File: src/drx_consts.svh
// Constants for the serial bus data capture unit
`ifndef DRX_CONSTS_SVH
`define DRX_CONSTS_SVH
// Register byte offsets
`define DRX_DATA_OFS 8'h00
`define DRX_SIZE_OFS 8'h04
`define DRX_STAT_OFS 8'h08
`define DRX_CTRL_OFS 8'h0c
// Status fields
`define DRX_STAT_NEW_BIT 0
`define DRX_STAT_OVR_BIT 1
`define DRX_STAT_BUSY_BIT 2
// Control fields
`define DRX_CTRL_EN_BIT 0
`define DRX_CTRL_RST 1'h1
// Capacity: size code of the largest frame taken (3 = 4 bytes)
`define DRX_CAP_CODE 3'h3
`define DRX_DATA_W 32
// Frame type codes
`define DRX_TYPE_NONE 3'h0
`define DRX_TYPE_CANCEL 3'h7
// Status answer for no sender or oversize
`define DRX_NAK_PAT 3'h5
// AXI responses
`define DRX_RESP_OKAY 2'h0
`define DRX_RESP_SLVERR 2'h2
`endif

File: src/drx_pkg.sv
// Types for the serial bus data capture unit
package drx_pkg;
  typedef enum logic [3:0] {
    DRX_IDLE = 4'h0,
    DRX_TYPE = 4'h1,
    DRX_DATA = 4'h3,
    DRX_ST2 = 4'h2,
    DRX_ST1 = 4'h6,
    DRX_DRV0 = 4'h7,
    DRX_REL = 4'h5,
    DRX_JAM = 4'h4,
    DRX_COMMIT = 4'hc,
    DRX_NAK = 4'hd
  } drx_state_e;
  typedef logic [8:0] drx_bits_t;
endpackage : drx_pkg

File: src/drx_data_capture_unit.sv
// Serial bus data capture unit with AXI4-Lite register access
// Behaviour
// - In bus reset, release and ignore line
// - Bus reset clears data and size registers
// - Bus reset release enters idle
// - Idle waits for select and start one
// - Sample three frame type bits, MSB first
// - Decode type: none, sizes, cancelled
// - Cancelled type returns idle, no drive
// - No sender: drive 101, release, idle
// - Oversize: skip data, drive 101, idle
// - Shift data MSB first into holding
// - Holding register kept; strobe-only variant unused
// - Status bit 2 one returns idle
// - Save status bit 1 for decision
// - Drive status bit 0 as present
// - Release line, then sample jam bit
// - Failure leaves outputs unchanged, idle
// - Success copies holding and size out
// - Size output uses frame type encoding
// - Flag overrun of unread data
//
// The implementer's own choices: the placing of the registers and the AXI4-Lite register port.
`timescale 1ns/10ps
`include "drx_consts.svh"
module drx_data_capture_unit
  import drx_pkg::*;
(
  // Clock and reset
  input wire logic aclk,
  input wire logic aresetn,
  // AXI4-Lite write address and data
  input wire logic [7:0] s_axi_awaddr,
  input wire logic s_axi_awvalid,
  output logic s_axi_awready,
  input wire logic [31:0] s_axi_wdata,
  input wire logic [3:0] s_axi_wstrb,
  input wire logic s_axi_wvalid,
  output logic s_axi_wready,
  // AXI4-Lite write response
  output logic [1:0] s_axi_bresp,
  output logic s_axi_bvalid,
  input wire logic s_axi_bready,
  // AXI4-Lite read
  input wire logic [7:0] s_axi_araddr,
  input wire logic s_axi_arvalid,
  output logic s_axi_arready,
  output logic [31:0] s_axi_rdata,
  output logic [1:0] s_axi_rresp,
  output logic s_axi_rvalid,
  input wire logic s_axi_rready,
  // Serial bus
  input wire logic system_reset_n,
  input wire logic serial_clock_line,
  input wire logic serial_data_line_n_i,
  output logic serial_data_line_n_o,
  output logic serial_data_line_n_oe,
  // Header decoder and onboard logic
  input wire logic receive_select,
  output logic [`DRX_DATA_W-1:0] data_out,
  output logic [2:0] size_out,
  output logic commit_pulse
);

  function automatic drx_bits_t drx_bits_of(input logic [2:0] code);
    drx_bits_of = drx_bits_t'(9'h008 << (code - 3'h1));
  endfunction : drx_bits_of

  // Pin synchronisers
  logic [3:0] pin_s1_reg;
  logic [3:0] pin_s2_reg;
  logic sclk_d_reg;
  always_ff @(posedge aclk) begin
    if (!aresetn) begin
      pin_s1_reg <= 4'h1;
      pin_s2_reg <= 4'h1;
      sclk_d_reg <= 1'b0;
    end else begin
      pin_s1_reg <= {receive_select, system_reset_n, serial_clock_line, serial_data_line_n_i};
      pin_s2_reg <= pin_s1_reg;
      sclk_d_reg <= pin_s2_reg[1];
    end
  end

  logic bus_ok;
  logic line_one;
  logic sel_s;
  logic sample_edge;
  logic change_edge;
  assign bus_ok = pin_s2_reg[2];
  assign line_one = ~pin_s2_reg[0];
  assign sel_s = pin_s2_reg[3];
  assign sample_edge = pin_s2_reg[1] & ~sclk_d_reg;
  assign change_edge = ~pin_s2_reg[1] & sclk_d_reg;

  // Control and frame state
  logic ctrl_en_reg;
  drx_state_e state_reg;
  logic [2:0] type_reg;
  drx_bits_t cnt_reg;
  logic skip_reg;
  logic st1_reg;
  logic [1:0] nak_reg;
  logic [`DRX_DATA_W-1:0] hold_reg;
  logic [2:0] type_next;
  assign type_next = {type_reg[1:0], line_one};

  always_ff @(posedge aclk) begin
    if (!aresetn || !bus_ok) begin
      state_reg <= DRX_IDLE;
      type_reg <= 3'h0;
      cnt_reg <= '0;
      skip_reg <= 1'b0;
      st1_reg <= 1'b0;
      nak_reg <= 2'h0;
    end else begin
      unique case (state_reg)
        DRX_IDLE: if (sample_edge && sel_s && ctrl_en_reg && line_one) begin
          state_reg <= DRX_TYPE;
          cnt_reg <= '0;
        end
        DRX_TYPE: if (sample_edge) begin
          type_reg <= type_next;
          cnt_reg <= cnt_reg + 9'h001;
          if (cnt_reg == 9'h002) begin
            cnt_reg <= '0;
            nak_reg <= 2'h0;
            if (type_next == `DRX_TYPE_CANCEL) begin
              state_reg <= DRX_IDLE;
            end else if (type_next == `DRX_TYPE_NONE) begin
              state_reg <= DRX_NAK;
            end else begin
              skip_reg <= type_next > `DRX_CAP_CODE;
              state_reg <= DRX_DATA;
            end
          end
        end
        DRX_DATA: if (sample_edge) begin
          cnt_reg <= cnt_reg + 9'h001;
          if (cnt_reg == drx_bits_of(type_reg) - 9'h001) begin
            state_reg <= skip_reg ? DRX_NAK : DRX_ST2;
          end
        end
        DRX_ST2: if (sample_edge) begin
          state_reg <= line_one ? DRX_IDLE : DRX_ST1;
        end
        DRX_ST1: if (sample_edge) begin
          st1_reg <= line_one;
          state_reg <= DRX_DRV0;
        end
        DRX_DRV0: if (change_edge) begin
          state_reg <= DRX_REL;
        end
        DRX_REL: if (change_edge) begin
          state_reg <= DRX_JAM;
        end
        DRX_JAM: if (sample_edge) begin
          state_reg <= (st1_reg && !line_one) ? DRX_COMMIT : DRX_IDLE;
        end
        DRX_COMMIT: if (change_edge) begin
          state_reg <= DRX_IDLE;
        end
        DRX_NAK: if (change_edge) begin
          nak_reg <= nak_reg + 2'h1;
          if (nak_reg == 2'h3) begin
            state_reg <= DRX_IDLE;
          end
        end
        default: state_reg <= DRX_IDLE;
      endcase
    end
  end

  // Answer bits in change-edge order; the trailing zero is the release
  logic [3:0] nak_seq;
  assign nak_seq = {`DRX_NAK_PAT, 1'b0};

  // Line driver; a one is a low pull, released otherwise
  always_ff @(posedge aclk) begin
    serial_data_line_n_o <= 1'b0;
    if (!aresetn || !bus_ok) begin
      serial_data_line_n_oe <= 1'b0;
    end else if (change_edge) begin
      unique case (state_reg)
        DRX_DRV0: serial_data_line_n_oe <= 1'b1;
        DRX_REL: serial_data_line_n_oe <= 1'b0;
        DRX_NAK: serial_data_line_n_oe <= nak_seq[2'h3 - nak_reg];
        default: serial_data_line_n_oe <= serial_data_line_n_oe;
      endcase
    end
  end

  // Holding register; the output copy happens only on success
  always_ff @(posedge aclk) begin
    if (!aresetn || !bus_ok) begin
      hold_reg <= '0;
    end else if (state_reg == DRX_TYPE && sample_edge && cnt_reg == 9'h002) begin
      hold_reg <= '0;
    end else if (state_reg == DRX_DATA && sample_edge && !skip_reg) begin
      hold_reg <= {hold_reg[`DRX_DATA_W-2:0], line_one};
    end
  end

  logic commit;
  assign commit = state_reg == DRX_COMMIT && change_edge;

  always_ff @(posedge aclk) begin
    if (!aresetn || !bus_ok) begin
      data_out <= '0;
      size_out <= 3'h0;
      commit_pulse <= 1'b0;
    end else begin
      commit_pulse <= commit;
      if (commit) begin
        data_out <= hold_reg;
        size_out <= type_reg;
      end
    end
  end

  // Unread and overrun flags; a new commit wins over a clear
  logic new_reg;
  logic ovr_reg;
  logic data_rd;
  logic ovr_clr;
  always_ff @(posedge aclk) begin
    if (!aresetn) begin
      new_reg <= 1'b0;
      ovr_reg <= 1'b0;
    end else begin
      new_reg <= commit || (new_reg && !data_rd);
      ovr_reg <= (commit && new_reg) || (ovr_reg && !ovr_clr);
    end
  end

  // AXI4-Lite write side
  logic aw_have_reg;
  logic w_have_reg;
  logic [7:0] aw_addr_reg;
  logic [31:0] w_data_reg;
  logic [3:0] w_strb_reg;
  logic do_write;
  assign do_write = aw_have_reg && w_have_reg && !s_axi_bvalid;
  assign ovr_clr = do_write && aw_addr_reg == `DRX_STAT_OFS && w_strb_reg[0] &&
    w_data_reg[`DRX_STAT_OVR_BIT];

  always_ff @(posedge aclk) begin
    if (!aresetn) begin
      aw_have_reg <= 1'b0;
      w_have_reg <= 1'b0;
      aw_addr_reg <= 8'h00;
      w_data_reg <= 32'h0;
      w_strb_reg <= 4'h0;
      s_axi_awready <= 1'b0;
      s_axi_wready <= 1'b0;
      s_axi_bvalid <= 1'b0;
      s_axi_bresp <= `DRX_RESP_OKAY;
      ctrl_en_reg <= `DRX_CTRL_RST;
    end else begin
      s_axi_awready <= !aw_have_reg && !(s_axi_awvalid && s_axi_awready);
      s_axi_wready <= !w_have_reg && !(s_axi_wvalid && s_axi_wready);
      if (s_axi_awvalid && s_axi_awready) begin
        aw_have_reg <= 1'b1;
        aw_addr_reg <= s_axi_awaddr;
      end
      if (s_axi_wvalid && s_axi_wready) begin
        w_have_reg <= 1'b1;
        w_data_reg <= s_axi_wdata;
        w_strb_reg <= s_axi_wstrb;
      end
      if (do_write) begin
        s_axi_bvalid <= 1'b1;
        s_axi_bresp <= `DRX_RESP_OKAY;
        if (aw_addr_reg == `DRX_CTRL_OFS) begin
          if (w_strb_reg[0]) begin
            ctrl_en_reg <= w_data_reg[`DRX_CTRL_EN_BIT];
          end
        end else if (aw_addr_reg != `DRX_STAT_OFS) begin
          s_axi_bresp <= `DRX_RESP_SLVERR;
        end
      end
      if (s_axi_bvalid && s_axi_bready) begin
        s_axi_bvalid <= 1'b0;
        aw_have_reg <= 1'b0;
        w_have_reg <= 1'b0;
        s_axi_awready <= 1'b1;
        s_axi_wready <= 1'b1;
      end
    end
  end

  // AXI4-Lite read side
  assign data_rd = s_axi_arvalid && s_axi_arready && s_axi_araddr == `DRX_DATA_OFS;
  always_ff @(posedge aclk) begin
    if (!aresetn) begin
      s_axi_arready <= 1'b0;
      s_axi_rvalid <= 1'b0;
      s_axi_rdata <= 32'h0;
      s_axi_rresp <= `DRX_RESP_OKAY;
    end else if (s_axi_rvalid) begin
      if (s_axi_rready) begin
        s_axi_rvalid <= 1'b0;
        s_axi_arready <= 1'b1;
      end
    end else if (s_axi_arvalid && s_axi_arready) begin
      s_axi_arready <= 1'b0;
      s_axi_rvalid <= 1'b1;
      s_axi_rresp <= `DRX_RESP_OKAY;
      s_axi_rdata <= 32'h0;
      unique case (s_axi_araddr)
        `DRX_DATA_OFS: s_axi_rdata <= data_out;
        `DRX_SIZE_OFS: s_axi_rdata <= {29'h0, size_out};
        `DRX_STAT_OFS: s_axi_rdata <= {29'h0, state_reg != DRX_IDLE, ovr_reg, new_reg};
        `DRX_CTRL_OFS: s_axi_rdata <= {31'h0, ctrl_en_reg};
        default: s_axi_rresp <= `DRX_RESP_SLVERR;
      endcase
    end else begin
      s_axi_arready <= 1'b1;
    end
  end
endmodule : drx_data_capture_unit

File: config.mk
export PLATFORM = sky130hd
export DESIGN_NAME = drx_data_capture_unit
export DESIGN_NICKNAME = d
export VERILOG_FILES = /design/src/drx_pkg.sv /design/src/drx_data_capture_unit.sv
export VERILOG_INCLUDE_DIRS = /design/src /design/src/src
export SDC_FILE = /design/constraint.sdc
export NUM_CORES = 1
export LEC_CHECK = 0
export BUFFER_PORTS_ARGS = -buffer_cell sky130_fd_sc_hd__buf_2
export CAP_MARGIN = 20
export CELL_PAD_IN_SITES_DETAIL_PLACEMENT = 1
export CELL_PAD_IN_SITES_GLOBAL_PLACEMENT = 1
export CORE_MARGIN = 2
export CORE_UTILIZATION = 30
export DETAILED_ROUTE_END_ITERATION = 8
export MAX_ROUTING_LAYER = met4
export PLACE_DENSITY_LB_ADDON = 0.25
export SYNTH_ARGS = -nofsm -noshare
export SYNTH_HDL_FRONTEND = slang
export SYNTH_SLANG_ARGS = --single-unit
File: constraint.sdc
create_clock -name aclk -period 3.48 [get_ports aclk]
set_clock_uncertainty 0.2 [all_clocks]
set_input_delay 0.174 -clock aclk [delete_from_list [all_inputs] [get_ports aclk]]
set_output_delay 0.174 -clock aclk [all_outputs]
set_load 0.02 [all_outputs]
==> run summary, run 1 <==
The startpoint-to-endpoint class of the critical path is reg -> reg. The overall via count from detail_route is 5,753. STA classifies the critical path startpoint as a flip-flop. The final-report hold violation count came to 0. The number of antenna violations at the first check in global routing is 0. The flow ran to the end, and the final reports show no timing, DRC or antenna violations.

Of all flip-flops after synthesis, the portion carrying an async set or reset was 0. VDD sags by at most 0.316 mV. The tool flagged a number of max-cap violations equal to 0. The cell count after synthesis came out at between 700 and 800. In the layout the commonest cells are nand2_1, dfxtp_1, buf_2.

The number of top-level pins is ~140. Summed over all instances, the cell type with the most area after synthesis is dfxtp_1. TritonCTS built the clock tree. The cell at the root of the clock tree is clkbuf_16.

The HPWL after detailed placement is around 12 mm. The initialized floorplan defines 53 standard-cell rows. The relative contribution of sequential cells to total power is 0.472. The overall track demand over capacity in global routing came out at 0.179. The count of nets left with antenna violations once routing finished came out at 0. The number of levels in the clock H-tree is 4. The number of I/O port buffers is about 110. The switching power total is around 850 uW.

The number of max-slew violations in the final report is 0. The final critical-path required period is approximately 2.6 ns. The number of nets at the end of the flow is approximately 950. The distinct cell type count after synthesis came out at 63. The overall overflow remaining after global route is 0. The global placement routability congestion is approximately 0.78. The vertical die dimension came out at 149 um. Clock tree synthesis found a total of between 150 and 200 sinks. Dividing total power by cell area gives a power density of 473 nW/um^2. The power after layout is ~3800 uW. The number of global-route vias before repair is slightly below 6,000.

The tightest hold margin came out at about 0.039 ns. The fraction of power consumed by the clock network came out at 0.488. The area share of the leading cell type in the synthesized netlist came out at 0.484. The maximum number of pins on one net before global-route repair came out at 65. The leakage power total came out at 0.00291 uW. The internal power summed over all cells is around 2900 uW.

Leaving out fill and tap cells, the most frequent cell in the layout is nand2_1. The quantity of gates resized following cts came out at 0. The setup violation total in the final timing report is 0. The global-route wire length before repair came out at 30.6 mm. The worst slack at placement is 0.869 ns.

The primary flip-flop cell chosen by synthesis mapping is dfxtp_1. The headroom to the max-slew limit is 0.465. The antenna diode count is 0. In the post-synthesis netlist, the biggest area contributors are dfxtp_1, nand2_1, a21oi_1. The final sum of negative setup slack is 0 ns. The mean number of vias per cell came out at around 5. The post-synthesis sequential element count came out at ~150. Yosys mapped a number of flops with a built-in enable equal to 0. The synthesized cell area is between 6000 and 7000 sq um. The first-pass iteration count of the detailed router came out at 4. The total die area is around 22,000 sq um. The average detailed-routed wire length per instance is 15.8 um. The kind of capture point of the worst setup path is a flip-flop. Of the total power, the share spent switching nets is 0.225.

In this run the horizontal extent of the chip is 149 um. The yosys synthesis warning count is 0. The insertion delay of the later-clocked pin in the worst-skew pair is about 0.42 ns.

In this run, the number of DRC markers left after iteration 0 of detailed routing was 206. The worst-path maximum fanout is 14. The number of hold buffers added after CTS was 37.

The total clock buffers created by CTS came out at 17. The worst reg-to-reg setup slack is roughly 0.86 ns. Setup repair after global routing left no endpoint under its margin.

The clock tree buffer depth is 2. The upper clock frequency limit is around 0.38 GHz. The share of total power dissipated in combinational logic is 0.040. STA puts the critical path data arrival time at ~2.7 ns. The initial utilization of the core area, before any placement, comes to 0.303. Relative to the synthesized area, the layout overhead comes to 26.3%.

Setup slack closes at around 0.86 ns. Dividing the synthesized area by the synthesized cell count gives between 8 and 9 sq um. Dividing the final minimum period by the clock period gives 0.753. The final routed wirelength across all metal layers came out at about 18 mm. The post-CTS setup buffer count is 0.

The worst hold path belongs to the class in -> reg. The number of DRC violations after detailed routing is 0. The worst-margin pin slew came out at 0.799 ns. The core region area came out at between 20,000 and 25,000 sq um. The clock-pin transition on the worst setup and hold timing paths is around 0.06 ns.

The proportion of synthesized chip area in sequential cells came out at 0.484. The critical path required time came out at between 3 and 4 ns. In the final layout, the share of cells above drive strength 1 is 0.185.
==> critical path: stages, from the launching register on <==
cell      delay (ns)
dfxtp_1         0.44
or3b_2          0.49
ha_1            0.30
o211ai_1        0.08
a221oi_1        0.24
and4_1          0.26
o2111a_2        0.23
and2_4          0.19
o31ai_2         0.06
==> cells by family after synthesis <==
| family | after synthesis | synth area share |
|---|---|---|
| multiplexers | 5 | 0.00989 |
| adder cells (fa/ha/maj) | 6 | 0.0119 |
| AO/OA/AOI/OAI | 176 | 0.178 |
| XOR/XNOR | 8 | 0.0111 |
| buffers and inverters | 65 | 0.0478 |
| AND/OR/NAND/NOR | 351 | 0.257 |
| other | 1 | 0.000593 |
| flip-flops | 153 | 0.484 |
==> routing by layer <==
layer  share of wire  global-route usage
met1            0.46               0.212
met2            0.50               0.308
met4           0.010              0.0457
met3           0.036              0.0382
met5               0                   -
==> power by group through the flow <==
stage | Sequential [uW] | Combinational (uW) | Clock [uW]
5_1_grt | 1790 | 167 | 1970
6_report | 1780 | 151 | 1850
4_1_cts | 1780 | 153 | 1900
3_5_place_dp | 1820 | 124 | 0
2_1_floorplan | 1820 | 72.5 | 0
3_3_place_gp | 1820 | 122 | 0
==> final timing paths <==
path,start,to,cells after the start
hold reg to reg,pin_s1_reg[0],pin_s2_reg[0],1
setup / recovery,type_reg[2],state_reg[2],8
hold / removal,s_axi_araddr[0],s_axi_rdata[2],5
setup reg to reg,type_reg[2],state_reg[2],8
==> cell type report <==
class,instances,area (sq um)
fillers,2509,12900
flip-flops and latches,153,3060
multi-input cells,549,2990
repair buffers,155,993
clock buffers,22,464
well taps,275,344
clock inverters,10,118
inverters,6,22.5
==> synthesized netlist by cell type (2+ instances only) <==
cell type / number
o31a_1: 2
buf_6: 3
nand3b_1: 3
mux2i_1: 4
o211ai_1: 4
a311oi_1: 3
nor2b_1: 15
nand3_1: 50
o21ai_0: 13
buf_4: 3
or3b_1: 3
buf_2: 19
dfxtp_1: 153
a211oi_1: 4
o211a_1: 4
inv_1: 6
a21oi_1: 82
nand2_1: 194
a22oi_1: 4
or3_1: 4
o21a_1: 3
clkbuf_1: 33
and3_1: 5
nor2_1: 33
xor2_1: 5
nor4_1: 2
xnor2_1: 3
nor3_1: 4
a31oi_1: 3
nand2b_1: 9
ha_1: 6
and2_1: 11
nand4_1: 5
a21boi_0: 41
==> per-stage QoR <==
stage | cell area [sq um] | util | cells
after floorplan | 6340 | - | 767
after global placement | 7040 | 0.337 | 1101
after detailed placement | 7040 | 0.337 | 1101
after CTS | 8000 | 0.383 | 1170
after global routing | 8000 | 0.383 | 1170
final | 8000 | 0.383 | 1170
Power figures use the tool's default switching activity.
==> inputs of run 2 (changes only) <==
==> constraint.sdc (replaced) <==
create_clock -name aclk -period 2.7 [get_ports aclk]
set_clock_uncertainty 0.2 [all_clocks]
set_input_delay 0.135 -clock aclk [delete_from_list [all_inputs] [get_ports aclk]]
set_output_delay 0.135 -clock aclk [all_outputs]
set_load 0.02 [all_outputs]
==> run summary, run 2 (synthesis gave the netlist of run 1 again) <==
The number of top-level pins came out at 142 (unchanged). The quantity of gates resized following cts came out at 0 (unchanged). The clock-pin transition on the worst setup and hold timing paths was 0.06 ns (about the same). The met1 layer usage reported by global route is 0.221 (+0.00823). In this run the most used layer during global routing was met2.

The launching point of the worst reg2reg path is type_reg[1]. The mean number of vias per cell is 4.76 (-3.2%). The number of levels in the clock H-tree is 4 (unchanged). The highest cell delay on the worst timing path came out at 0.46 ns (-0.03 ns). The worst-margin pin slew came out at 0.780 ns (-0.0191 ns). The total clock buffers created by CTS is 17 (unchanged). The final sum of negative setup slack came out at 0 ns (unchanged).

The endpoint identified for the worst register-to-register timing path is state_reg[2]. The period utilization came out at 0.924 (+0.171). The leakage power total is 0.00294 uW (+1.0%). The layout-stage area growth over the synthesis result came out at 26.9%. Setup repair after global routing left no endpoint under its margin. The cell at the root of the clock tree is clkbuf_16. The antenna diode count is 0 (unchanged).

The number of hold buffers added after cts came out at 37 (unchanged). The number of design-rule violations left by the first detailed-router iteration is 211 (+2.4%). The final critical-path required period is 2.50 ns (-0.126 ns).

The number of I/O port buffers came out at 105 (unchanged). By startpoint and endpoint, the worst setup path is classified as reg -> reg. The library cells used most frequently in the layout, excluding fill and tap cells, are nand2_1, dfxtp_1, buf_2. The met2 global-route usage is 0.289 (-0.0184). The flow ran to the end, and the final reports show no timing, DRC or antenna violations. The kind of capture point of the worst setup path is a flip-flop.

The upper clock frequency limit is 0.401 GHz (+5.0%). The core region area came to 20,900 sq um (unchanged). The logic depth of the worst register-to-register path is 8 (unchanged). The number of antenna violations at the first check in global routing is 0 (unchanged). The library cell used most frequently in the layout, excluding fill and tap cells, is nand2_1.

The worst hold path terminates at state_reg[3]. The worst hold path stage count is 4 (-1). The cell area power density came out at 586 nW/um^2 (+24%).

The x dimension of the die is 149 um (unchanged). The final-report hold violation count came out at 0 (unchanged). The total die area came out at 22,300 sq um (unchanged). The starting utilization of the core area is 0.303 (unchanged).

In this run the worst hold path is classified as in -> reg. The worst-path maximum fanout came out at 4 (-10). The maximum number of pins on one net before global-route repair is 64 (-1.5%). The number of DRC violations after detailed routing is 0 (unchanged). The share of final-layout standard cells stronger than drive strength 1 was 0.192 (+0.00632). The average detailed-routed wire length per instance came out at 15.4 um (-2.3%).

The worst reg-to-reg setup slack came out at 0.20 ns (-0.65 ns). The number of max-slew violations in the final report is 0 (unchanged). The vertical die dimension is 149 um (unchanged).

The global placement routability congestion is 0.797 (+1.8%). The final HPWL from detailed placement is 11.8 mm (about the same). The overall overflow remaining after global route is 0 (unchanged).

The total clock sinks came out at 153 (unchanged). The tightest hold margin came out at 0.0311 ns (-0.00782 ns). STA classifies the critical path startpoint as a flip-flop.

The clock tree buffer depth came out at 2 (unchanged). The slowest stage of the critical path belongs to the cell or3b_2. TritonCTS built the clock tree.

The post-CTS setup buffer count is 0 (unchanged). The data arrival time of the worst path is 2.62 ns (-0.08 ns). The number of maximum-capacitance violations is 0 (unchanged). The setup violation total in the final timing report is 0 (unchanged). The overall via count from detail_route is 5,605 (-2.6%).

The overall track demand over capacity in global routing came out at 0.176 (-0.00305). The row count was 53 (unchanged). The insertion delay of the later-clocked pin in the worst-skew pair came out at 0.42 ns (about the same). The critical path required time is 2.83 ns (-0.73 ns).

The residual antenna-violating net count after detailed routing is 0 (unchanged). The final routed wirelength across all metal layers is 18.1 mm (-1.7%). The worst hold path begins at aresetn.

The signal on the critical path passes through or3b_2, ha_1, o211ai_1, a221oi_1, and4_1, o2111a_2, and2_4, o31ai_2. The first-pass iteration count of the detailed router is 5 (+1). The global-route wire length before repair came out at 30.1 mm (-1.7%).

The maximum resistive drop on vdd is 0.427 mV (+35%). The number of global-route vias before repair was 5,702 (-3.2%). The headroom to the max-slew limit is 0.480 (+0.0146).

The number of nets at the end of the flow came out at 958 (+0.74%). The met3 track utilization from global routing is 0.0367 (-0.00153).
==> run 2: changes by cell type in the layout (fill, tap and decap cells not counted), sizes merged <==
cell	delta
clkinvlp	-1
buf	+7
inv	-1
clkbuf	-2
bufinv	-1
clkinv	+5
==> run 2: power by group <==
group / leakage (uW) / internal (uW) / switching (uW)
logic: 0.00145 / 87.3 / 108
registers: 0.00124 / 2280 / 18.5
clock network: 0.000260 / 1260 / 946
total: 0.00294 / 3630 / 1070
==> run 2: area by class of cell <==
type / instances / area (sq um)
fill: 2497 / 12900
sequential: 153 / 3060
multi-input combinational: 549 / 2990
timing repair buffer: 162 / 1070
clock buffer: 20 / 437
tap: 275 / 344
clock inverter: 12 / 104
inverter: 6 / 22.5
==> run 2: worst max path at each step <==
| stage | start | end |
|---|---|---|
| after floorplan | type_reg[1] | state_reg[2] |
| after global placement | type_reg[1] | state_reg[1] |
| after detailed placement | type_reg[1] | state_reg[2] |
| after CTS | type_reg[1] | state_reg[2] |
| after global routing | type_reg[1] | state_reg[2] |
| final | type_reg[1] | state_reg[2] |
==> run 2: critical path, delay by kind of cell, from the launching register on <==
kind	cells	cell delay [ns]
and+or+nand+nor	3	0.87
AOI/OAI and AO/OA	4	0.66
DFF	1	0.37
adders and majority gates	1	0.30
==> run 2: through the flow <==
stage                     std cells  total power (uW)  utilization  area (sq um)  setup WS (ns)
after floorplan                 767              2440            -          6340          0.118
after global placement         1108              2510        0.341          7120          0.242
after detailed placement       1108              2510        0.341          7120          0.220
after CTS                      1177              4780        0.384          8030          0.181
after global routing           1177              4900        0.384          8030         0.0355
final                          1177              4700        0.384          8030          0.205
==> run 2: metal layers <==
metal  up-vias  wire length [um]
met5         -                 0
met4         0                98
met3         9               595
met2        79              8860
met1      2687              8580
li1       2830                 -
